$ cat src/twsl_map.svh
// Purpose: Register offsets, field positions, reset values and status codes.
// Assumes: APB with 32-bit data, one aligned word per register.
// Notes: Definitions only.
`ifndef TWSL_MAP_SVH
`define TWSL_MAP_SVH
// --------------------------------------------------------------------------
// Register byte offsets.
// --------------------------------------------------------------------------
`define TWSL_OFF_ADDR 12'h000
`define TWSL_OFF_CTRL 12'h004
`define TWSL_OFF_STAT 12'h008
`define TWSL_OFF_DATA 12'h00C
`define TWSL_OFF_IRQS 12'h010
`define TWSL_OFF_IRQM 12'h014
// --------------------------------------------------------------------------
// Control field positions.
// --------------------------------------------------------------------------
`define TWSL_CTL_FLAG 7
`define TWSL_CTL_ACK 6
`define TWSL_CTL_STA 5
`define TWSL_CTL_STO 4
`define TWSL_CTL_WCOL 3
`define TWSL_CTL_EN 2
`define TWSL_CTL_SLEEP 1
`define TWSL_CTL_IE 0
// --------------------------------------------------------------------------
// Reset values and status codes.
// --------------------------------------------------------------------------
`define TWSL_RST_ADDR 8'h00
`define TWSL_RST_CTRL 8'h00
`define TWSL_ST_STOP 8'hA0
`define TWSL_ST_SLAR 8'hA8
`define TWSL_ST_ARBR 8'hB0
`define TWSL_ST_DACK 8'hB8
`define TWSL_ST_DNAK 8'hC0
`define TWSL_ST_LACK 8'hC8
`define TWSL_ST_SLAW 8'h60
`define TWSL_ST_GCW 8'h70
`define TWSL_ST_NONE 8'hF8
`define TWSL_GC_ADDR 7'h00
`endif

$ cat src/twsl_pkg.sv
// Purpose: Types shared by the two-wire slave transmitter.
// Assumes: Included map header for numeric values.
// Notes: Holds only types.
package twsl_pkg;
    // Bit engine states.
    typedef enum logic [2:0] {
        S_IDLE = 3'b000, // Not addressed, watching the bus.
        S_ADDR = 3'b001, // Shifting in the address byte.
        S_AACK = 3'b010, // Driving the address acknowledge.
        S_HOLD = 3'b011, // Clock stretched until software serves.
        S_TXB = 3'b100, // Shifting out a data byte.
        S_RACK = 3'b101, // Sampling the master acknowledge.
        S_RX = 3'b110, // Receive side, not detailed here.
        S_LAST = 3'b111 // Past the final byte, sending ones.
    } twsl_state_t;
    // Edge events found on the synchronised bus lines.
    typedef struct packed {
        logic scl_rise; // Clock rising edge.
        logic scl_fall; // Clock falling edge.
        logic start; // Start or repeated start.
        logic stop; // Stop condition.
        logic sda; // Settled data level.
    } twsl_bus_ev_t;
endpackage : twsl_pkg

$ cat src/twsl_sync.sv
// Purpose: Synchronise both bus lines and find edges and start or stop.
// Assumes: Lines come from outside the CLK domain.
// Notes: First stage read only by the second stage.
`timescale 1ns/10ps
module twsl_sync (
    input wire logic CLK, // System clock.
    input wire logic RST, // Asynchronous reset, active high.
    input wire logic scl_i, // Raw clock line.
    input wire logic sda_i, // Raw data line.
    output twsl_pkg::twsl_bus_ev_t ev // Decoded bus events.
);
    // All state in one struct, idle bus is high.
    typedef struct packed {
        logic [1:0] s1;
        logic [1:0] s2;
        logic [1:0] s3;
    } twsl_sync_st_t;
    twsl_sync_st_t st_ff;
    twsl_sync_st_t nxt_st;
    // --------------------------------------------------------------
    // Next state: shift the two-stage chain and keep a history stage.
    // --------------------------------------------------------------
    always_comb begin
        nxt_st = st_ff;
        nxt_st.s1 = {scl_i, sda_i};
        nxt_st.s2 = st_ff.s1;
        nxt_st.s3 = st_ff.s2;
    end
    // Register the state.
    always_ff @(posedge CLK or posedge RST) begin
        if (RST) begin
            st_ff <= '1;
        end else begin
            st_ff <= nxt_st;
        end
    end
    // Events use only the second and history stages.
    assign ev.scl_rise = st_ff.s2[1] & ~st_ff.s3[1];
    assign ev.scl_fall = ~st_ff.s2[1] & st_ff.s3[1];
    assign ev.start = st_ff.s2[1] & st_ff.s3[1] & ~st_ff.s2[0] & st_ff.s3[0];
    assign ev.stop = st_ff.s2[1] & st_ff.s3[1] & st_ff.s2[0] & ~st_ff.s3[0];
    assign ev.sda = st_ff.s2[0];
endmodule : twsl_sync

$ cat src/twsl_slave.sv
// Purpose: Slave transmitter side of a two-wire serial interface.
// Assumes: APB register access, bus lines sampled by CLK.
// Notes: Master and receive data paths are reduced to status reporting.
//
// The APB register port and the address map were left to the implementer.
`timescale 1ns/10ps
`include "twsl_map.svh"

// Overview of operation
// - Stop or restart while addressed reports A0
// - Match own address; general call if enabled
// - Read bit enters transmit, else receive
// - Address match sets flag with status
// - Status prescaler bits read as zero
// - A8 then load byte; ack-enable picks last
// - Lost arbitration then own read reports B0
// - Final byte reports C0 or C8
// - After final byte release data, send ones
// - Ack-enable zero ignores address, keeps watching
// - Sleep still matches address with ack-enable
// - Wake on a read match holds clock low until flag cleared
// - Data register may miss last byte
module twsl_slave (
    input wire logic CLK, // System clock, 100 MHz.
    input wire logic RST, // Asynchronous reset, active high.
    input wire logic PSEL, // APB select.
    input wire logic PENABLE, // APB access phase.
    input wire logic PWRITE, // APB direction.
    input wire logic [11:0] PADDR, // APB byte address.
    input wire logic [31:0] PWDATA, // APB write data.
    output logic [31:0] PRDATA, // APB read data.
    output logic PREADY, // APB ready, always one.
    output logic PSLVERR, // APB error on unmapped address.
    input wire logic ARB_LOST, // Own master lost arbitration, same clock.
    input wire logic SCL_I, // Bus clock line level.
    output logic SCL_OE, // High while pulling clock low.
    output logic SCL_O, // Clock drive value, always low.
    input wire logic SDA_I, // Bus data line level.
    output logic SDA_OE, // High while pulling data low.
    output logic SDA_O, // Data drive value, always low.
    output logic WAKE, // Wake request to the system.
    output logic IRQ // Level interrupt.
);
    // ----------------------------------------------------------------
    // State record.
    // ----------------------------------------------------------------
    typedef struct packed {
        twsl_pkg::twsl_state_t fsm; // Bit engine state.
        logic [7:0] addr; // Slave address config.
        logic [7:0] ctrl; // Bus control.
        logic [7:0] stat; // Status code.
        logic [7:0] data; // Data register.
        logic [7:0] shift; // Shift register.
        logic [3:0] cnt; // Bit counter.
        logic rd; // Current transfer is a read.
        logic last; // Byte in flight is the last one.
        logic arb; // Arbitration was lost.
        logic wake; // Woken from sleep by match.
        logic sda_low; // Pull data low.
        logic [1:0] irqs; // Sticky events: flag, stop.
        logic [1:0] irqm; // Event mask.
    } twsl_st_t;
    twsl_st_t st_ff;
    twsl_st_t nxt_st;
    twsl_pkg::twsl_bus_ev_t ev; // Synchronised bus events.
    logic wr_acc; // APB write access.
    logic rd_hit; // Address maps to a register.
    logic flag_clr; // Software writes one to the flag.

    // Line synchroniser and event decoder.
    twsl_sync u_sync (
        .CLK(CLK),
        .RST(RST),
        .scl_i(SCL_I),
        .sda_i(SDA_I),
        .ev(ev)
    );

    // Decodes a byte address to a register hit; used twice.
    function automatic logic is_mapped(input logic [11:0] a);
        is_mapped = (a == `TWSL_OFF_ADDR) || (a == `TWSL_OFF_CTRL) ||
            (a == `TWSL_OFF_STAT) || (a == `TWSL_OFF_DATA) ||
            (a == `TWSL_OFF_IRQS) || (a == `TWSL_OFF_IRQM);
    endfunction : is_mapped

    assign wr_acc = PSEL & PENABLE & PWRITE & is_mapped(PADDR);
    assign rd_hit = is_mapped(PADDR);
    assign flag_clr = wr_acc && (PADDR == `TWSL_OFF_CTRL) && PWDATA[`TWSL_CTL_FLAG];

    // ----------------------------------------------------------------
    // Next state: register writes, then the bus engine.
    // ----------------------------------------------------------------
    always_comb begin
        nxt_st = st_ff;
        // Register writes take effect in the access phase.
        if (wr_acc) begin
            case (PADDR)
                `TWSL_OFF_ADDR: begin
                    nxt_st.addr = PWDATA[7:0];
                end
                `TWSL_OFF_CTRL: begin
                    // Flag is write-one-to-clear; collision bit is read only.
                    nxt_st.ctrl = {st_ff.ctrl[7], PWDATA[6:4], st_ff.ctrl[3], PWDATA[2:0]};
                    if (PWDATA[`TWSL_CTL_FLAG]) begin
                        nxt_st.ctrl[`TWSL_CTL_FLAG] = 1'b0;
                    end
                end
                `TWSL_OFF_DATA: begin
                    // Writing while the flag is low is a collision.
                    if (st_ff.ctrl[`TWSL_CTL_FLAG]) begin
                        nxt_st.data = PWDATA[7:0];
                    end else begin
                        nxt_st.ctrl[`TWSL_CTL_WCOL] = 1'b1;
                    end
                end
                `TWSL_OFF_IRQS: begin
                    nxt_st.irqs = st_ff.irqs & ~PWDATA[1:0];
                end
                `TWSL_OFF_IRQM: begin
                    nxt_st.irqm = PWDATA[1:0];
                end
                default: begin
                end
            endcase
        end
        if (ARB_LOST) begin
            nxt_st.arb = 1'b1;
        end
        // Status reads F8 while no service is pending.
        if (flag_clr) begin
            nxt_st.stat = `TWSL_ST_NONE;
        end
        if (!st_ff.ctrl[`TWSL_CTL_EN]) begin
            nxt_st.fsm = twsl_pkg::S_IDLE;
            nxt_st.sda_low = 1'b0;
        end else if ((ev.stop || ev.start) && st_ff.fsm != twsl_pkg::S_IDLE) begin
            // Stop while addressed
            // A start also begins a new address; A0 only if addressed.
            if (st_ff.fsm != twsl_pkg::S_ADDR && st_ff.fsm != twsl_pkg::S_LAST) begin
                nxt_st.stat = `TWSL_ST_STOP;
                nxt_st.ctrl[`TWSL_CTL_FLAG] = 1'b1;
                nxt_st.irqs[1] = 1'b1;
            end
            nxt_st.fsm = ev.start ? twsl_pkg::S_ADDR : twsl_pkg::S_IDLE;
            nxt_st.cnt = 4'h0;
            nxt_st.sda_low = 1'b0;
        end else begin
            case (st_ff.fsm)
                twsl_pkg::S_IDLE: begin
                    if (ev.start) begin
                        nxt_st.fsm = twsl_pkg::S_ADDR;
                        nxt_st.cnt = 4'h0;
                    end
                end
                twsl_pkg::S_ADDR: begin
                    if (ev.scl_rise) begin
                        nxt_st.shift = {st_ff.shift[6:0], ev.sda};
                        nxt_st.cnt = st_ff.cnt + 4'h1;
                    end
                    if (ev.scl_fall && st_ff.cnt == 4'h8) begin
                        if (st_ff.ctrl[`TWSL_CTL_ACK] &&
                            ((st_ff.shift[7:1] == st_ff.addr[7:1]) ||
                             (st_ff.addr[0] && st_ff.shift[7:1] == `TWSL_GC_ADDR))) begin
                            nxt_st.fsm = twsl_pkg::S_AACK;
                            nxt_st.sda_low = 1'b1;
                            nxt_st.rd = st_ff.shift[0];
                        end else begin
                            nxt_st.fsm = twsl_pkg::S_IDLE;
                        end
                    end
                end
                twsl_pkg::S_AACK: begin
                    if (ev.scl_fall) begin
                        nxt_st.sda_low = 1'b0;
                        nxt_st.ctrl[`TWSL_CTL_FLAG] = 1'b1;
                        nxt_st.irqs[0] = 1'b1;
                        // Wake the system after sleep match
                        nxt_st.wake = st_ff.ctrl[`TWSL_CTL_SLEEP];
                        if (st_ff.rd) begin
                            nxt_st.stat = st_ff.arb ? `TWSL_ST_ARBR : `TWSL_ST_SLAR;
                            nxt_st.fsm = twsl_pkg::S_HOLD;
                        end else begin
                            nxt_st.stat = (st_ff.shift[7:1] == `TWSL_GC_ADDR) ?
                                `TWSL_ST_GCW : `TWSL_ST_SLAW;
                            nxt_st.fsm = twsl_pkg::S_RX;
                        end
                        nxt_st.arb = 1'b0;
                    end
                end
                twsl_pkg::S_HOLD: begin
                    if (flag_clr) begin
                        nxt_st.last = ~PWDATA[`TWSL_CTL_ACK];
                        nxt_st.wake = 1'b0;
                        nxt_st.shift = st_ff.data;
                        nxt_st.cnt = 4'h0;
                        nxt_st.sda_low = ~st_ff.data[7];
                        nxt_st.fsm = twsl_pkg::S_TXB;
                    end
                end
                twsl_pkg::S_TXB: begin
                    if (ev.scl_fall) begin
                        nxt_st.cnt = st_ff.cnt + 4'h1;
                        if (st_ff.cnt == 4'h7) begin
                            nxt_st.sda_low = 1'b0;
                            nxt_st.fsm = twsl_pkg::S_RACK;
                        end else begin
                            nxt_st.shift = {st_ff.shift[6:0], 1'b1};
                            nxt_st.sda_low = ~st_ff.shift[6];
                        end
                    end
                end
                twsl_pkg::S_RACK: begin
                    // The acknowledge is kept in the spare shift bit on the rise.
                    if (ev.scl_rise) begin
                        nxt_st.shift[0] = ev.sda;
                    end
                    // Flag and stretch wait for the fall, so the clock is never pulled low while high.
                    if (ev.scl_fall) begin
                        nxt_st.ctrl[`TWSL_CTL_FLAG] = 1'b1;
                        nxt_st.irqs[0] = 1'b1;
                        // C0 on NACK; on ACK, C8 for the last byte, else B8
                        if (st_ff.last) begin
                            nxt_st.stat = st_ff.shift[0] ? `TWSL_ST_DNAK : `TWSL_ST_LACK;
                            nxt_st.fsm = twsl_pkg::S_LAST;
                        end else begin
                            nxt_st.stat = st_ff.shift[0] ? `TWSL_ST_DNAK : `TWSL_ST_DACK;
                            nxt_st.fsm = st_ff.shift[0] ? twsl_pkg::S_LAST : twsl_pkg::S_HOLD;
                        end
                    end
                end
                twsl_pkg::S_LAST: begin
                    nxt_st.sda_low = 1'b0;
                end
                twsl_pkg::S_RX: begin
                    // Receive data path is not served; the bus stays released.
                    nxt_st.sda_low = 1'b0;
                end
                default: begin
                    nxt_st.fsm = twsl_pkg::S_IDLE;
                end
            endcase
        end
        // Hardware set wins over a same-cycle software clear.
        if (st_ff.ctrl[`TWSL_CTL_FLAG] && !flag_clr) begin
            nxt_st.ctrl[`TWSL_CTL_FLAG] = 1'b1;
        end
    end

    // ----------------------------------------------------------------
    // State register.
    // ----------------------------------------------------------------
    always_ff @(posedge CLK or posedge RST) begin
        if (RST) begin
            st_ff <= '0;
            st_ff.addr <= `TWSL_RST_ADDR;
            st_ff.ctrl <= `TWSL_RST_CTRL;
            st_ff.stat <= `TWSL_ST_NONE;
            st_ff.fsm <= twsl_pkg::S_IDLE;
        end else begin
            st_ff <= nxt_st;
        end
    end

    // ----------------------------------------------------------------
    // Outputs. Data reads may be stale after a wake-up.
    // ----------------------------------------------------------------
    // Data register not refreshed on wake
    always_comb begin
        PRDATA = 32'h0000_0000;
        case (PADDR)
            `TWSL_OFF_ADDR: PRDATA[7:0] = st_ff.addr;
            `TWSL_OFF_CTRL: PRDATA[7:0] = st_ff.ctrl;
            `TWSL_OFF_STAT: PRDATA[7:0] = {st_ff.stat[7:3], 3'b000};
            `TWSL_OFF_DATA: PRDATA[7:0] = st_ff.data;
            `TWSL_OFF_IRQS: PRDATA[1:0] = st_ff.irqs;
            `TWSL_OFF_IRQM: PRDATA[1:0] = st_ff.irqm;
            default: PRDATA = 32'h0000_0000;
        endcase
    end
    assign PREADY = 1'b1;
    assign PSLVERR = PSEL & PENABLE & ~rd_hit;
    // Hold clock low while flag set in S_HOLD
    assign SCL_OE = st_ff.ctrl[`TWSL_CTL_FLAG] && (st_ff.fsm == twsl_pkg::S_HOLD);
    assign SCL_O = 1'b0;
    assign SDA_OE = st_ff.sda_low;
    assign SDA_O = 1'b0;
    assign WAKE = st_ff.wake;
    assign IRQ = |(st_ff.irqs & st_ff.irqm);

    // ----------------------------------------------------------------
    // Checks.
    // ----------------------------------------------------------------
    chk_clock_stretch: assert property (@(posedge CLK) disable iff (RST)
        (st_ff.fsm == twsl_pkg::S_HOLD && st_ff.ctrl[7]) |-> SCL_OE)
        else $error("clock not held while flag set");
    chk_stop_code: assert property (@(posedge CLK) disable iff (RST)
        (ev.stop && st_ff.ctrl[2] && st_ff.fsm inside {twsl_pkg::S_HOLD, twsl_pkg::S_TXB,
            twsl_pkg::S_RACK, twsl_pkg::S_RX})
        |=> (st_ff.stat == 8'hA0 && st_ff.ctrl[7]))
        else $error("stop while addressed did not report A0");
    chk_last_release: assert property (@(posedge CLK) disable iff (RST)
        (st_ff.fsm == twsl_pkg::S_LAST) |=> !SDA_OE)
        else $error("data line driven after final byte");
    chk_read_entry: assert property (@(posedge CLK) disable iff (RST)
        (st_ff.fsm == twsl_pkg::S_AACK && ev.scl_fall && st_ff.rd && st_ff.ctrl[2])
        |=> (st_ff.fsm == twsl_pkg::S_HOLD && (st_ff.stat == 8'hA8 || st_ff.stat == 8'hB0)))
        else $error("read address did not enter transmit");
    chk_nack_gate: assert property (@(posedge CLK) disable iff (RST)
        (st_ff.fsm == twsl_pkg::S_ADDR && !st_ff.ctrl[6] && !ev.start && !ev.stop)
        |=> st_ff.fsm != twsl_pkg::S_AACK)
        else $error("address acknowledged while disabled");
    chk_stat_low: assert property (@(posedge CLK) disable iff (RST)
        (PADDR == `TWSL_OFF_STAT) |-> PRDATA[2:0] == 3'b000)
        else $error("status prescaler bits not zero");
    chk_irq_level: assert property (@(posedge CLK) disable iff (RST)
        IRQ == |(st_ff.irqs & st_ff.irqm))
        else $error("interrupt level mismatch");
    chk_stretch_low: assert property (@(posedge CLK) disable iff (RST)
        $rose(SCL_OE) |-> !$past(SCL_I))
        else $error("clock pulled low while the line was high");
    chk_final_code: assert property (@(posedge CLK) disable iff (RST)
        (st_ff.fsm == twsl_pkg::S_RACK && st_ff.last && ev.scl_fall && st_ff.ctrl[2])
        |=> (st_ff.fsm == twsl_pkg::S_LAST && (st_ff.stat == 8'hC0 || st_ff.stat == 8'hC8)))
        else $error("final byte did not report C0 or C8");
    chk_wake_set: assert property (@(posedge CLK) disable iff (RST)
        (st_ff.fsm == twsl_pkg::S_AACK && ev.scl_fall && st_ff.ctrl[1] && st_ff.ctrl[2])
        |=> WAKE)
        else $error("no wake request after a match in sleep");
endmodule : twsl_slave

$ cat config.mk
export PLATFORM = sky130hd
export DESIGN_NAME = twsl_slave
export DESIGN_NICKNAME = d
export VERILOG_FILES = /design/src/twsl_pkg.sv /design/src/twsl_sync.sv /design/src/twsl_slave.sv
export VERILOG_INCLUDE_DIRS = /design/src
export SDC_FILE = /design/constraint.sdc
export NUM_CORES = 1
export LEC_CHECK = 0
export BUFFER_PORTS_ARGS = -buffer_cell sky130_fd_sc_hd__buf_2
export CAP_MARGIN = 20
export CORE_UTILIZATION = 48
export CTS_CLUSTER_DIAMETER = 80
export DETAILED_ROUTE_END_ITERATION = 10
export PLACE_DENSITY = 0.81
export SYNTH_ARGS = -nofsm -noshare
export SYNTH_HDL_FRONTEND = slang
export SYNTH_SLANG_ARGS = --single-unit
$ cat constraint.sdc
create_clock -name CLK -period 1.75 [get_ports CLK]
set_input_delay 0.0875 -clock CLK [delete_from_list [all_inputs] [get_ports CLK]]
set_output_delay 0.0875 -clock CLK [all_outputs]
set_load 0.01 [all_outputs]
# Word-level counts from Yosys, hierarchy flattened
# Cells that the tools add are included.
dict set report op_classes {
  muxes 75
  n_eq_ne 37
  n_reduce_logical 41
  bitwise 24
  n_addsub 1
}
# cell n
set op_table {}
lappend op_table {{two-way mux 8 bit} 9}
lappend op_table {{two-way mux 3 bit} 14}
lappend op_table {{two-way mux 12 bit} 3}
lappend op_table {{!= test 4 bit (second input constant)} 8}
lappend op_table {{equality test 12 x 4 -> 1 bit (second input constant)} 2}
lappend op_table {{equality test 12 x 5 -> 1 bit (second input constant)} 2}
lappend op_table {{two-way mux 1 bit} 24}
lappend op_table {{case mux 6 bit (4 select lines)} 1}
lappend op_table {{case mux 7 bit (3 select lines)} 1}
lappend op_table {{two-way mux 4 bit} 5}
lappend op_table {{case mux 3 bit (6 select lines)} 1}
lappend op_table {{case mux 4 bit (4 select lines)} 1}
lappend op_table {{case mux 8 bit (2 select lines)} 1}
lappend op_table {{AND reduction 8 bit} 2}
lappend op_table {{!= test 3 bit (second input constant)} 5}
lappend op_table {{two-way mux 2 bit} 7}
lappend op_table {{two-way mux 7 bit} 2}
lappend op_table {{equality test 12 x 3 -> 1 bit (second input constant)} 1}
lappend op_table {{equality test 3 bit (second input constant)} 4}
lappend op_table {{zero test 12 bit} 1}
lappend op_table {{!= test 2 bit (second input constant)} 6}
lappend op_table {{AND reduction 6 bit} 2}
lappend op_table {{AND 1 bit} 11}
lappend op_table {{two-way mux 5 bit} 2}
lappend op_table {{other kinds (31)} 63}
dict set report word_totals {
  regBits 62
  output_inout_bits 40
}

# Longest topological paths before layout
dict set report depth {
  ltp_word 14
  ltp_mapped 8
  mapped_depth_nobuf 8
}

# Cells and area by module
# From an unflattened synthesis, not the netlist that was laid out.
dict set report hier_totals {
  hier_cells 374
  area_unflattened_um2 3738.6
}
# module area_each_um2 seq_area_each_um2 cells_per_inst instances
set modules_own_cells {}
lappend modules_own_cells {twsl_slave 3537.1 1332.5 362 1}
lappend modules_own_cells {twsl_sync 201.4 157.7 12 1}

# Worst setup path after synthesis
# No wires, ideal clock.
dict set report synth_timing {
  kind {reg-to-reg}
  from {register u_sync.st_ff (netlist bit u_sync.ev[0])}
  to {register st_ff[8] in the netlist's numbering}
  path_buffers 1
  path_stages_with_launch 7
  arrival_ns 1.758
  slack_ns -0.133
  period_less_slack_ns 1.883
  path_cell_list {dfstp_2 xnor2_1 nor3_1 nor2_1 buf_2 nand4_1 mux2_2}
}
dict set report synth_between {
  elab_chain_cells 7
  word_cells_on_any_way 9
  cone_classes {6 x bitwise; 3 x reduce/logical}
}
# item line
set synth_rtl {}
lappend synth_rtl {{start, declared} twsl_sync.sv:18} ;# twsl_sync_st_t st_ff;
lappend synth_rtl {{start signal, assigned} twsl_sync.sv:34} ;# st_ff <= nxt_st;
lappend synth_rtl {{NOT 1 bit} twsl_sync.sv:40} ;# assign ev.start = st_ff.s2[1] & st_ff.s3[1] & ~st_ff.s2[0] & st_ff.s3[0];
lappend synth_rtl {{AND 1 bit (2 in series)} twsl_sync.sv:40}
lappend synth_rtl {{logical OR 1 bit (*)} twsl_slave.sv:136} ;# end else if ((ev.stop || ev.start) && st_ff.fsm != twsl_pkg::S_IDLE) begin
lappend synth_rtl {{logical AND 1 bit (*)} twsl_slave.sv:136}
lappend synth_rtl {{NOT 1 bit (no source line) (*)} -}
lappend synth_rtl {{AND reduction 5 bit (no source line) (*)} -}
lappend synth_rtl {{end signal, assigned} twsl_slave.sv:260} ;# st_ff <= nxt_st;
lappend synth_rtl {{end, declared} twsl_slave.sv:63} ;# twsl_st_t st_ff;
# Every way passes the cells marked *; elsewhere a longest branch is shown, timed or not.
# A chain may end at the register's enable or synchronous reset.

# Worst setup path after layout
dict set report layout_timing {
  from {register st_ff[54] in the netlist's numbering}
  to {output SCL_OE}
}
dict set report layout_between {
  elab_chain_cells 2
}
# item line
set layout_rtl {}
lappend layout_rtl {{equality test 3 x 2 -> 1 bit} twsl_slave.sv:283} ;# assign SCL_OE = st_ff.ctrl[`TWSL_CTL_FLAG] && (st_ff.fsm == twsl_pkg::S_HOLD);
lappend layout_rtl {{logical AND 1 bit} twsl_slave.sv:283}
lappend layout_rtl {{end, declared} twsl_slave.sv:36} ;# output logic SCL_OE,
# No other way between the ends.

==> metrics.cfg <==
[min_path]
min_from=PWDATA[3]
hp-class=primary input to flop

[power]
ir_drop_mv=0.613
p_sw_w=0.00238
p_int_w=0.00354
clkPwrFrac=0.210
seq_power_share=0.313
p_leak_nw=2.25
switching_share=0.402
p_comb_frac=0.478
powerDensity_nw_per_um2=1240

[timing]
drv_slew=0
post-route-min-period_ns=1.81
rsz0062_at_grt=true
timing.final.crit_share=1.04
setup_viol=9
finClkSkew_ns=0.0101
fmax_ghz=0.552
hold_viol=0
tns_ns=-0.271
worst_slack_ns=-0.0615

[cts]
cts_made_buffers=9
clk_latency_ns=0.35
clock_path_buffers=2
clock-root-buffer=clkbuf_8
htreeDepth=3
clkSlewWorstSetupHoldPaths_ns=0.07
cts_tree=done
clock-sinks=59

[global_routing]
use_met2=0.435
met1_usage=0.345
use_met3=0.0406
antenna_found_initial=0
grt_pass1_vias=3191
grt_pass1_wl_um=15800
grt_max_degree=36
overflow=0
track_usage=0.269
top_usage_layer=met2

[critical_path]
cp_max_fo=12
rr_startpoint=st_ff[53]$_DFFE_PP0P_
crit_type=flop to output pin
end_kind=output pin
critical_path_arrival_ns=1.72
crit_path_start_kind=flop
critPathLaunch=st_ff[54]$_DFFE_PP0P_
worstPathRequired_ns=1.66

[run_status]
violations=negative setup slack
status=complete, but fails checks

[yosys]
yosysSeqAreaShare=0.411
synth_cells=382
synth-seq-cells=59
ys_types=63
avgSynthCellArea_um2=9.49
yosys-top-cells-count=48 x dfrtp_1, 43 x nand2_1, 31 x mux2_2, 29 x buf_4, 29 x o21ai_0
yosysWarningCount=0
netlist_area_um2=3630
ys_top_cells_by_area=dfrtp_1 33%, mux2_2 9.6%, dfstp_2 8.0%, buf_4 6.0%, nand2_1 4.5%
async_reset_ff_frac=1.00
yosys.area.top_type=dfrtp_1
synth_edf_count=0
synth_top_area_share=0.331
synth_most_common_cell=dfrtp_1
synth-main-ff-cell=dfrtp_1

[placed_design]
gp_congestion=0.891
detailed_place_hpwl_um=6880
place_ws_ns=-0.209
numPortBuffers=40

[die]
core_area_um2=7290
core.rowCount=31
initial_core_util=0.497
dieArea_um2=7910
dieWidth_um=88.9
io_pins=92
floorplan.die.height_um=88.9

[job]
maxCapViolations=0

[routing]
drt-initial-drc-count=425
dr_total_vias=3464
firstDrtPassIters=5
wirelength_um=10500
ant_nets=0
drc=0
viasPerCell=5.90
wl_per_cell_um=18.0

[layout]
nets=537
regArea_um2=1490
num-fill-cells=546
syn2layout_area_growth_pct=31.3
multiInputGateArea_um2=2100
drive_gt1_frac=0.428
diodes=0
fin_util=0.653

-- state kept, by name (all words and copies together) (netlist names) --
name,count
u_sync.nxt_st,3
u_sync.ev,1
SDA_OE,1
st_ff,51
WAKE,1
u_sync.st_ff,2
-- power by group through the flow --
stage	Combinational [W]	Clock, W	Sequential (W)
floorplan	0.00154	0	0.00178
global placement	0.00219	0	0.00183
detailed placement	0.00226	0	0.00184
CTS	0.00250	0.00124	0.00183
global route	0.00302	0.00130	0.00187
finish	0.00283	0.00124	0.00185
-- critical path: stages (launching register included) --
cell     delay (ns)
dfrtp_1        0.44
buf_4          0.24
buf_6          0.19
nand2_4        0.09
buf_6          0.15
nor2_1         0.12
buf_2          0.15
-- cell type report --
type	instances	area share
multi-input combinational	291	0.442
clock buffer	9	0.0260
clock inverter	7	0.0145
inverter	11	0.00946
tap	99	0.0260
sequential	59	0.313
timing repair buffer	111	0.169
-- layer usage --
| metal | wire (um) | vias to the layer above | part of all wire |
|---|---|---|---|
| met3 | 830 | 53 | 0.079 |
| li1 | - | 1525 | - |
| met4 | 455 | 0 | 0.043 |
| met1 | 4070 | 1661 | 0.39 |
| met5 | 0 | - | 0 |
| met2 | 5190 | 225 | 0.49 |
-- repair_timing --
action                                  CTS  global route
resized for setup                        31            30
endpoints found under the hold margin    60             0
setup buffers                             7             5
endpoints found under the setup margin   25            29
pin swaps                                 9             6
hold buffers                              7             0
gates cloned                              0             2
-- cells by family (layout without fill, tap and decap cells) --
family                     Yosys count  after routing  share of synthesized area
DFF                                 59             59                      0.411
adders and majority gates            2              2                    0.00690
muxes                               42             42                      0.127
xor gates and xnor gates             8              8                     0.0193
and+or+nand+nor                    122            122                      0.172
buffers and inverters               57            138                     0.0911
other                                2             27                    0.00207
AOI/OAI and AO/OA                   90             90                      0.171
-- worst paths after layout --
check                                         end  slack [ns]  cells past startpoint
min                         st_ff[24]$_DFFE_PP0P_       0.009                      2
max                                        SCL_OE       -0.06                      6
min in group asynchronous   st_ff[16]$_DFFE_PP0P_        0.18                      3
max in group asynchronous     st_ff[34]$_DFF_PP1_        1.07                      4
min reg2reg                u_sync.ev[0]$_DFF_PP1_        0.36                      0
max reg2reg                 st_ff[11]$_DFFE_PP0P_       -0.06                      7
-- through the flow --
step	instances	hold WS, ns	instance area [um2]	total power (W)
2_1_floorplan	407	0.0920	3760	0.00331
3_3_place_gp	550	-0.00104	4190	0.00402
3_5_place_dp	550	-0.00142	4190	0.00410
4_1_cts	580	0.00493	4620	0.00558
5_1_grt	587	0.0233	4760	0.00619
6_report	587	0.00908	4760	0.00592
-- cell usage in the layout, fill, tap and decap left out, types with 5 or more instances in the layout --
master         count
a21oi_1            8
a22oi_1            5
buf_2             42
buf_4             53
buf_6              6
clkbuf_8           9
conb_1            27
dfrtp_1           48
dfstp_2           11
dlygate4sd3_1      7
inv_1              9
mux2_2            29
mux2i_1           11
nand2_1           40
nand3_1            5
nand4_1           10
nor2_1            23
o21ai_0           16
o21ai_1           11
o22ai_1            5
xnor2_1            7
Power figures use the tool's default switching activity.
